--- config.mk ---
export PLATFORM = sky130hd
export DESIGN_NAME = dtc_timers
export DESIGN_NICKNAME = d
export VERILOG_FILES = /design/src/include/dtc_pkg.sv /design/src/verilog/dtc_pin_sync.sv /design/src/verilog/dtc_down_ctr.sv /design/src/verilog/dtc_timers.sv
export SDC_FILE = /design/constraint.sdc
export NUM_CORES = 1
export LEC_CHECK = 0
export ABC_AREA = 1
export BUFFER_PORTS_ARGS = -buffer_cell sky130_fd_sc_hd__buf_4
export CORE_MARGIN = 5
export CORE_UTILIZATION = 54
export DETAILED_ROUTE_END_ITERATION = 16
export GPL_TIMING_DRIVEN = 0
export PLACE_DENSITY = 0.75
export SYNTH_ARGS = -nofsm -noshare
export SYNTH_HDL_FRONTEND = slang
export SYNTH_SLANG_ARGS = --single-unit
export TNS_END_PERCENT = 1
--- constraint.sdc ---
create_clock -name clk_sys -period 2.2 [get_ports clk_sys]
set_input_delay 0.66 -clock clk_sys [delete_from_list [all_inputs] [get_ports clk_sys]]
set_output_delay 0.66 -clock clk_sys [all_outputs]
set_load 0.1 [all_outputs]
--- src/include/dtc_pkg.sv ---
// Shared constants of the dual timer/counter block
`default_nettype none
package dtc_pkg;
  // ==========================================================
  // Register addresses on the internal CPU bus
  localparam logic [15:0] ADR_IFR  = 16'h0011; // Flag bits
  localparam logic [15:0] ADR_IER  = 16'h0012; // Enable bits
  localparam logic [15:0] ADR_MCR  = 16'h0014; // Mode control
  localparam logic [15:0] ADR_A_LO = 16'h0018; // Count/latch A lo
  localparam logic [15:0] ADR_A_HI = 16'h0019; // Count/latch A hi
  localparam logic [15:0] ADR_A_LD = 16'h001A; // Load and start A
  localparam logic [15:0] ADR_B_LO = 16'h001C; // Count/latch B lo
  localparam logic [15:0] ADR_B_HI = 16'h001D; // Count/latch B hi
  localparam logic [15:0] ADR_B_LD = 16'h001E; // Load and start B
  // ==========================================================
  // Field positions
  localparam int FLAG_A_BIT = 4; // Timer one flag/enable bit
  localparam int FLAG_B_BIT = 5; // Timer two flag/enable bit
  localparam int MODE_A_LSB = 0; // Timer one mode field
  localparam int MODE_B_LSB = 2; // Timer two mode field
  // ==========================================================
  // Mode codes
  localparam logic [1:0] A_IVT  = 2'h0; // Interval timer
  localparam logic [1:0] A_PGEN = 2'h1; // Pulse generation
  localparam logic [1:0] A_EVT  = 2'h2; // Event counter
  localparam logic [1:0] A_PWM  = 2'h3; // Pulse width measure
  localparam logic [1:0] B_IVT  = 2'h0; // Interval timer
  localparam logic [1:0] B_APG  = 2'h1; // Asymmetrical pulses
  localparam logic [1:0] B_EVT  = 2'h2; // Event counter
  localparam logic [1:0] B_RTRG = 2'h3; // Retriggerable timer
  // ==========================================================
  // Reset values
  localparam logic [15:0] CNT_RST  = 16'hFFFF; // Counters
  localparam logic [15:0] LAT_RST  = 16'hFFFF; // Latches
  localparam logic [2:0]  SYNC_RST = 3'h7;     // Pins idle high
  localparam logic        PIN_RST  = 1'h1;     // Outputs high
endpackage : dtc_pkg
`default_nettype wire

--- src/verilog/dtc_pin_sync.sv ---
// Pin synchroniser with rising edge detect
`timescale 1ns/10ps
`default_nettype none
module dtc_pin_sync (
  input  wire logic clk_sys,
  input  wire logic rst_b,
  input  wire logic pin_in,
  output logic      level,
  output logic      rise
);
  // ==========================================================
  // State
  typedef struct packed {
    logic s1;   // First stage, read only by s2
    logic s2;   // Settled level
    logic prev; // Level one cycle earlier
  } dtc_sync_t;

  dtc_sync_t q;
  dtc_sync_t d;

  // Shift the pin through two stages and keep one history bit
  always_comb begin
    d      = q;
    d.s1   = pin_in;
    d.s2   = q.s1;
    d.prev = q.s2;
  end

  // Reset to idle high so a high pin gives no false edge
  always_ff @(posedge clk_sys) begin
    if (!rst_b) begin
      q <= dtc_pkg::SYNC_RST;
    end else begin
      q <= d;
    end
  end

  assign level = q.s2;
  // Edges closer than two clocks merge, so half rate is the limit
  assign rise  = q.s2 & ~q.prev;
endmodule : dtc_pin_sync
`default_nettype wire

--- src/verilog/dtc_down_ctr.sv ---
// Down-counter with load, reload on underflow
`timescale 1ns/10ps
`default_nettype none
module dtc_down_ctr #(
  parameter int WIDTH = 16
) (
  input  wire logic             clk_sys,
  input  wire logic             rst_b,
  input  wire logic             load,
  input  wire logic [WIDTH-1:0] load_val,
  input  wire logic             dec,
  input  wire logic [WIDTH-1:0] reload_val,
  output logic      [WIDTH-1:0] count,
  output logic                  uflow
);
  // ==========================================================
  // State
  typedef struct packed {
    logic [WIDTH-1:0] cnt; // Live count
  } dtc_ctr_t;

  dtc_ctr_t q;
  dtc_ctr_t d;

  // A load in the same cycle hides the underflow
  assign uflow = dec & ~load & (q.cnt == '0);

  // Load wins, then reload from zero, else decrement
  always_comb begin
    d = q;
    if (load) begin
      d.cnt = load_val;
    end else if (uflow) begin
      d.cnt = reload_val;
    end else if (dec) begin
      d.cnt = q.cnt - 1'b1;
    end
  end

  // Register the count
  always_ff @(posedge clk_sys) begin
    if (!rst_b) begin
      q <= WIDTH'(dtc_pkg::CNT_RST);
    end else begin
      q <= d;
    end
  end

  assign count = q.cnt;
endmodule : dtc_down_ctr
`default_nettype wire

--- src/verilog/dtc_timers.sv ---
// Dual 16-bit timer/counter with latches and pin modes
//
// Summary of operation
// - Pulse mode pin toggles on underflow, load
// - Entering pulse mode drives pin high
// - Event mode counts rising pin edges
// - Event mode underflow sets flag
// - Width mode counts only while pin low
// - Width mode reloads at zero, flags
// - Width mode holds count while pin high
// - Pin A level readable as port bit
// - Serial enable forces clock-rate counting
// - Shift-register receiver needs no timer one
// - Reads return live timer two bytes
// - Low/high writes fill latch B
// - Load write fills high, loads counter
// - Timer two reloads at zero, flags
// - Flag two clears on read/load/reset
// - Timer two interval and event like one
// - Retrigger reloads on edge; flag if first
// - Pulse mode high write copies latch C
// - Pulse mode load drives pin low
// - Underflows alternate latch C high, B low
// - Latch C used only in pulse mode
// - Two bits pick timer one mode
// - Load write fills high, loads counter
// - Timer one reloads, flags, clears
// - Interrupt when flag one and enable
`timescale 1ns/10ps
`default_nettype none
module dtc_timers (
  input  wire logic        clk_sys,
  input  wire logic        rst_b,
  // CPU bus
  input  wire logic [15:0] bus_addr,
  input  wire logic [7:0]  bus_wdata,
  input  wire logic        bus_wr,
  input  wire logic        bus_rd,
  output logic      [7:0]  bus_rdata,
  // Serial port controls
  input  wire logic        serial_enable,
  input  wire logic        receiver_shift_register_mode,
  output logic             baud_tick,
  // Pins
  input  wire logic        timer_one_pin_in,
  output logic             timer_one_pin_out,
  output logic             timer_one_pin_oe,
  input  wire logic        timer_two_pin_in,
  output logic             timer_two_pin_out,
  output logic             timer_two_pin_oe,
  output logic             port_a_bit_four,
  output logic             port_a_bit_five,
  // Flags and interrupts
  output logic             timer_one_underflow_flag,
  output logic             timer_two_underflow_flag,
  output logic             irq_timer_one,
  output logic             irq_timer_two
);
  // ==========================================================
  // State
  typedef struct packed {
    logic [15:0] lat_a;   // Reload latch A
    logic [15:0] lat_b;   // Reload latch B
    logic [15:0] lat_c;   // Pulse width latch
    logic [1:0]  mode_a;  // Timer one mode
    logic [1:0]  mode_b;  // Timer two mode
    logic [1:0]  ien;     // Enables, A in bit 0
    logic        flag_a;  // Timer one underflow
    logic        flag_b;  // Timer two underflow
    logic        pin_a;   // Timer one output level
    logic        pin_b;   // Timer two output level
    logic        phase_b; // High phase of the pulse
    logic [7:0]  rdata;   // Registered read data
  } dtc_regs_t;

  dtc_regs_t q;
  dtc_regs_t d;

  // Address match of a write
  function automatic logic wr_at(input logic [15:0] a);
    return bus_wr && (bus_addr == a);
  endfunction : wr_at

  // ==========================================================
  // Pins and counters
  logic        lvl_a;  // Synchronised pin levels
  logic        lvl_b;
  logic        rise_a; // Rising edges
  logic        rise_b;
  logic [15:0] cnt_a;  // Live counts
  logic [15:0] cnt_b;
  logic        uf_a;   // Underflow pulses
  logic        uf_b;
  logic        dec_a;  // Count enables
  logic        dec_b;
  logic        ld_b;   // Counter B load request
  logic [15:0] ldv_b;  // Counter B load value
  logic [15:0] rlv_b;  // Counter B reload value
  logic        force_a; // Serial port owns timer one
  logic        wr_a_ld; // Decoded strobes
  logic        wr_b_ld;
  logic        wr_b_hi;
  logic        rd_a_lo;
  logic        rd_b_lo;

  assign wr_a_ld = wr_at(dtc_pkg::ADR_A_LD);
  assign wr_b_ld = wr_at(dtc_pkg::ADR_B_LD);
  assign wr_b_hi = wr_at(dtc_pkg::ADR_B_HI);
  assign rd_a_lo = bus_rd && (bus_addr == dtc_pkg::ADR_A_LO);
  assign rd_b_lo = bus_rd && (bus_addr == dtc_pkg::ADR_B_LO);

  // Pins are asynchronous, so both pass two flip-flops
  dtc_pin_sync u_sync_a (
    .clk_sys (clk_sys),
    .rst_b   (rst_b),
    .pin_in  (timer_one_pin_in),
    .level   (lvl_a),
    .rise    (rise_a)
  );

  dtc_pin_sync u_sync_b (
    .clk_sys (clk_sys),
    .rst_b   (rst_b),
    .pin_in  (timer_two_pin_in),
    .level   (lvl_b),
    .rise    (rise_b)
  );

  // Shift-register receiver clocks itself, so no forcing there
  assign force_a = serial_enable & ~receiver_shift_register_mode;

  // Timer one count enable by mode
  always_comb begin
    if (force_a) begin
      dec_a = 1'b1;
    end else begin
      case (q.mode_a)
        dtc_pkg::A_EVT: dec_a = rise_a;
        dtc_pkg::A_PWM: dec_a = ~lvl_a;
        default:        dec_a = 1'b1;    // Interval and pulse
      endcase
    end
  end

  // Load from high byte plus low latch
  dtc_down_ctr #(
    .WIDTH (16)
  ) u_ctr_a (
    .clk_sys    (clk_sys),
    .rst_b      (rst_b),
    .load       (wr_a_ld),
    .load_val   ({bus_wdata, q.lat_a[7:0]}),
    .dec        (dec_a),
    .reload_val (q.lat_a),
    .count      (cnt_a),
    .uflow      (uf_a)
  );

  // Timer two enables, loads and reload source
  always_comb begin
    dec_b = (q.mode_b == dtc_pkg::B_EVT) ? rise_b : 1'b1;
    ld_b  = wr_b_ld;
    ldv_b = {bus_wdata, q.lat_b[7:0]};
    if (!wr_b_ld && q.mode_b == dtc_pkg::B_RTRG && rise_b) begin
      ld_b  = 1'b1;
      ldv_b = q.lat_b;
    end
    // Latch C matters only while generating pulses
    if (q.mode_b == dtc_pkg::B_APG && !q.phase_b) begin
      rlv_b = q.lat_c;
    end else begin
      rlv_b = q.lat_b;
    end
  end

  // A retrigger edge hides a same-cycle underflow, so no flag then
  dtc_down_ctr #(
    .WIDTH (16)
  ) u_ctr_b (
    .clk_sys    (clk_sys),
    .rst_b      (rst_b),
    .load       (ld_b),
    .load_val   (ldv_b),
    .dec        (dec_b),
    .reload_val (rlv_b),
    .count      (cnt_b),
    .uflow      (uf_b)
  );

  // ==========================================================
  // Register writes, flags and pin outputs
  always_comb begin
    d = q;
    // Latch bytes
    if (wr_at(dtc_pkg::ADR_A_LO)) begin
      d.lat_a[7:0] = bus_wdata;
    end
    if (wr_at(dtc_pkg::ADR_A_HI) || wr_a_ld) begin
      d.lat_a[15:8] = bus_wdata;
    end
    if (wr_at(dtc_pkg::ADR_B_LO)) begin
      d.lat_b[7:0] = bus_wdata;
    end
    if (wr_b_hi || wr_b_ld) begin
      d.lat_b[15:8] = bus_wdata;
    end
    if (wr_b_hi && q.mode_b == dtc_pkg::B_APG) begin
      d.lat_c = {bus_wdata, q.lat_b[7:0]};
    end
    // Enables and modes
    if (wr_at(dtc_pkg::ADR_IER)) begin
      d.ien = {bus_wdata[dtc_pkg::FLAG_B_BIT],
               bus_wdata[dtc_pkg::FLAG_A_BIT]};
    end
    if (wr_at(dtc_pkg::ADR_MCR)) begin
      d.mode_a = bus_wdata[dtc_pkg::MODE_A_LSB +: 2];
      d.mode_b = bus_wdata[dtc_pkg::MODE_B_LSB +: 2];
    end
    // Entry to pulse mode starts from high
    if (d.mode_a == dtc_pkg::A_PGEN &&
        q.mode_a != dtc_pkg::A_PGEN) begin
      d.pin_a = 1'b1;
    end
    // First load after entry therefore drives low
    if (q.mode_a == dtc_pkg::A_PGEN && (uf_a || wr_a_ld)) begin
      d.pin_a = ~q.pin_a;
    end
    // Asymmetrical pulse sequencing
    if (q.mode_b == dtc_pkg::B_APG) begin
      if (wr_b_ld) begin
        d.pin_b   = 1'b0;
        d.phase_b = 1'b0;
      end else if (uf_b) begin
        d.pin_b   = ~q.phase_b;
        d.phase_b = ~q.phase_b;
      end
    end
    // Set wins over clear so no underflow is lost
    d.flag_a = (q.flag_a & ~(rd_a_lo | wr_a_ld)) | uf_a;
    d.flag_b = (q.flag_b & ~(rd_b_lo | wr_b_ld)) | uf_b;
    // Read data is captured on the read strobe
    if (bus_rd) begin
      case (bus_addr)
        dtc_pkg::ADR_A_LO: d.rdata = cnt_a[7:0];
        dtc_pkg::ADR_A_HI: d.rdata = cnt_a[15:8];
        dtc_pkg::ADR_B_LO: d.rdata = cnt_b[7:0];
        dtc_pkg::ADR_B_HI: d.rdata = cnt_b[15:8];
        dtc_pkg::ADR_MCR:  d.rdata = {4'h0, q.mode_b, q.mode_a};
        dtc_pkg::ADR_IER:  d.rdata = {2'h0, q.ien, 4'h0};
        dtc_pkg::ADR_IFR:  d.rdata = {2'h0, q.flag_b, q.flag_a, 4'h0};
        default:           d.rdata = 8'h00; // Unmapped
      endcase
    end
  end

  // Register all control state
  always_ff @(posedge clk_sys) begin
    if (!rst_b) begin
      q         <= '0;
      q.lat_a   <= dtc_pkg::LAT_RST;
      q.lat_b   <= dtc_pkg::LAT_RST;
      q.lat_c   <= dtc_pkg::LAT_RST;
      q.mode_a  <= dtc_pkg::A_IVT;
      q.mode_b  <= dtc_pkg::B_IVT;
      q.pin_a   <= dtc_pkg::PIN_RST;
      q.pin_b   <= dtc_pkg::PIN_RST;
    end else begin
      q <= d;
    end
  end

  // ==========================================================
  // Outputs
  assign bus_rdata         = q.rdata;
  assign baud_tick         = uf_a; // Sixteen ticks per bit
  assign timer_one_pin_out = q.pin_a;
  assign timer_one_pin_oe  = (q.mode_a == dtc_pkg::A_PGEN);
  assign timer_two_pin_out = q.pin_b;
  assign timer_two_pin_oe  = (q.mode_b == dtc_pkg::B_APG);
  assign port_a_bit_four   = lvl_a;
  assign port_a_bit_five   = lvl_b;
  assign timer_one_underflow_flag = q.flag_a;
  assign timer_two_underflow_flag = q.flag_b;
  assign irq_timer_one = q.flag_a & q.ien[0];
  assign irq_timer_two = q.flag_b & q.ien[1];
endmodule : dtc_timers
`default_nettype wire

==> out/metrics.sh <==
POST-SYNTH-TOP-AREA-CELL='sky130_fd_sc_hd__dfxtp_1'
ROUTED_WIRE_LENGTH_PER_INSTANCE_UM=16.6
YS.FLOP_TYPE='sky130_fd_sc_hd__dfxtp_1'
LARGEST_CELLS_BY_AREA_AFTER_SYNTHESIS='sky130_fd_sc_hd__dfxtp_1, sky130_fd_sc_hd__nand2_1, sky130_fd_sc_hd__o21ai_0'
SYNTH_ENABLE_FLOP_CELLS=0
ANTENNA_FOUND_INITIAL=0
FINAL_MAX_SLEW_VIOL_COUNT=0
YOSYS.CELL_COUNT.TOP_TYPE='sky130_fd_sc_hd__nand2_1'
WORST_SETUP_PATH_START_KIND='input port'
FMAXACHIEVABLE_MHz=417
IOS=51
CTS_ROOT_BUFFER='sky130_fd_sc_hd__clkbuf_8'
SYNTH-ASYNC-RESET-RATIO=0
CRITICAL_PATH_CLASS='in2out'
CLK-INSERTION-DELAY-LATE_PS=380
SETUP_VIOL=17
POSTLAYOUTSETUPSLACKWORST_PS=-199
SYN_AREA_MM2=0.00588
ARRIVAL_PS=1740
DR.PASS1.ITERS=5
ANT_DIODES=0
DIE_Y_EXTENT_UM=114
FLOORPLAN_DIE_AREA_MM2=0.0131
GRT_UTIL_MET2=0.404
CORE-AREA_MM2=0.0107
CTS_TREE='done'
ROUTE.DETAILED.DRC=0
TIGHTEST_SLEW_PS=735
RUN_STATUS='complete, but fails checks'
YS_TOP_CELLS_BY_COUNT='sky130_fd_sc_hd__nand2_1, sky130_fd_sc_hd__inv_1, sky130_fd_sc_hd__dfxtp_1'
CLOCK_SINKS=105
CTS-BUFFERS-INSERTED=9
GRT_FIRST_PASS_WIRELENGTH_UM=28000
POST_DRT_VIA_CELL_RATIO=5.63
SORT_OF_ELEMENT_AT_THE_END_OF_THE_CRITICAL_PATH='output pin'
GRT_MAX_DEGREE=18
PLACE.DETAILED.INSTANCES=1053
YS_SEQ_AREA_FRAC=0.357
TIMING.SLEW.HEADROOM=0.510
DETAILROUTE.VIA_COUNT=6126
WORST_CLOCK_SKEW_PS=8.32
CLK_PIN_SLEW_PS=100
DRT_ITER0_MARKERS=617
GLOBALROUTEOVERFLOWTOTAL=0
FINAL_NETS=980
POWER_mW=3.40
INSTANCE_COUNT_OF_THE_MAPPED_NETLIST=865
SYNTH_NETS=901
ROUTED_WL_UM=18000
DPL.HPWL_UM=13500
SEQ_CELLS_POST_SYNTH=105
POWER.DENSITY_mW_PER_MM2=489
LEAKAGEPOWER_nW=3.51
SYNTH_LARGEST_TYPE_AREA_FRACTION=0.357
POST_SYNTH_NUM_CELL_TYPES=46
PLACEMENT.IO_BUFFERS=48
DIE_WIDTH_UM=114
RSZ0062_AT_GRT='true'
FINALCRITPERIODSHARE=1.09
MAX_CAP_VIOL_COUNT=0
POST_LAYOUT_NONFILLER_INSTANCES=1089
CRIT_REQUIRED_PS=1540
CTS_MAX_LEVEL=3
GRT_USE_MET3=0.0470
YS_WARNINGS=0
FAILED_CHECKS='negative setup slack'
GRT_BUSIEST_LAYER='met1'
AREA_GROWTH_PCT=18.0
CLK_PATH_BUF_DEPTH=2
FINAL_CORE_UTILIZATION=0.646
PEAKVDDDROP_V=0.000474
INITIAL_CORE_UTIL=0.547
GLOBALROUTETOTALUTIL=0.277
LAYOUT_CELLS_SIZED_ABOVE_1=0.199
FINAL_PERIOD_MINUS_WORST_SETUP_SLACK_PS=2400
CP_MAX_FO=2
NUM_ROWS=38
MIN_PATH_TYPE='reg2reg'
PLACE.GP.CONGESTION=0.965
POST_SYNTH.CELL_AREA_AVG_UM2=6.80
GRT_PASS1_VIAS=5328
FINAL-HOLD-VIOLATION-COUNT=0
CTS.HOLD.BUFFERS_ADDED=0
FINAL_ANTENNA_NET_COUNT=0
GR-USAGE-MET1=0.405
## registers in the layout, indices dropped and copies added (netlist names)
register                  count
bus_rdata                     8
q                            55
timer_one_pin_out             1
timer_one_underflow_flag      1
timer_two_pin_out             1
timer_two_underflow_flag      1
u_ctr_a.count                16
u_ctr_b.count                16
u_sync_a.d                    1
u_sync_a.level                1
u_sync_a.q                    1
u_sync_b.d                    1
u_sync_b.level                1
u_sync_b.q                    1
## critical path, cell delays in order
cell,delay [ps]
sky130_fd_sc_hd__buf_6,90
sky130_fd_sc_hd__nor2_4,110
sky130_fd_sc_hd__nand2_2,80
sky130_fd_sc_hd__buf_6,120
sky130_fd_sc_hd__nor2_4,90
sky130_fd_sc_hd__nand3_4,110
sky130_fd_sc_hd__nand2_4,90
sky130_fd_sc_hd__inv_4,40
sky130_fd_sc_hd__nand2_4,80
sky130_fd_sc_hd__clkinvlp_4,100
sky130_fd_sc_hd__buf_12,170
## routing by layer
layer / routed length [µm] / vias to the layer above / part of all wire
met3: 1670 / 44 / 0.093
met2: 7720 / 278 / 0.43
met1: 8090 / 2795 / 0.45
li1: - / 3009 / -
met5: 0 / - / 0
met4: 554 / 0 / 0.031
## cells in the final DEF, fill, tap and decap left out, types with 16 or more instances in the layout
cell                         n
sky130_fd_sc_hd__inv_1     112
sky130_fd_sc_hd__a21oi_1    53
sky130_fd_sc_hd__nand3_1    38
sky130_fd_sc_hd__nand2_1   180
sky130_fd_sc_hd__o21ai_0    90
sky130_fd_sc_hd__nor2_1     58
sky130_fd_sc_hd__dfxtp_1    97
sky130_fd_sc_hd__buf_4      74
sky130_fd_sc_hd__o211ai_1   34
sky130_fd_sc_hd__xor2_1     16
## where the power goes
part	leakage (nW)	internal [mW]	total, mW	switching [mW]
combinational	2.57	0.0939	0.257	0.163
sequential	0.849	1.91	1.93	0.0169
clock	0.0908	0.533	1.21	0.676
total	3.51	2.54	3.40	0.856
## timing repair
action | 4_1_cts | 5_1_grt
setup endpoints to repair | 1 | 23
gates resized for setup | 25 | 25
pin swaps | 10 | 8
buffers inserted | 14 | 6
## per-stage QoR
step	worst slack, ps	area (µm²)	hold slack, ps	TNS (ps)
floorplan	-282	5920	392	-695
global placement	-468	6460	395	-1560
detailed placement	-465	6460	401	-1950
CTS	-218	6830	421	-416
global route	-233	6940	445	-2690
finish	-199	6940	416	-1520
## final timing paths
| kind | cells past startpoint | endpoint | startpoint | slack [ps] |
|---|---|---|---|---|
| setup reg to reg | 13 | u_ctr_b.count[10]$_SDFFE_PN1P_ | u_ctr_b.count[0]$_SDFFE_PN1P_ | 80 |
| hold / removal | 1 | u_sync_b.level$_SDFF_PN1_ | u_sync_b.d[1]$_SDFF_PN1_ | 420 |
| setup / recovery | 11 | baud_tick | bus_addr[6] | -200 |
| hold reg to reg | 1 | u_sync_b.level$_SDFF_PN1_ | u_sync_b.d[1]$_SDFF_PN1_ | 420 |
## cells by family after synthesis
group | synth area share
compound gates | 0.217
fa+ha+maj | 0.00851
buf+inv | 0.121
flops | 0.357
simple gates | 0.273
xor+xnor | 0.0238
## cell type report
cell class	count	area [µm²]
multi-input cells	595	3190
flip-flops and latches	105	2110
inverters	130	499
clock inverters	4	55.1
clock buffers	12	135
repair buffers	68	538
plain buffers	35	228
fillers	1029	3810
well taps	140	175
No activity file was read; power rests on OpenSTA's default activity.
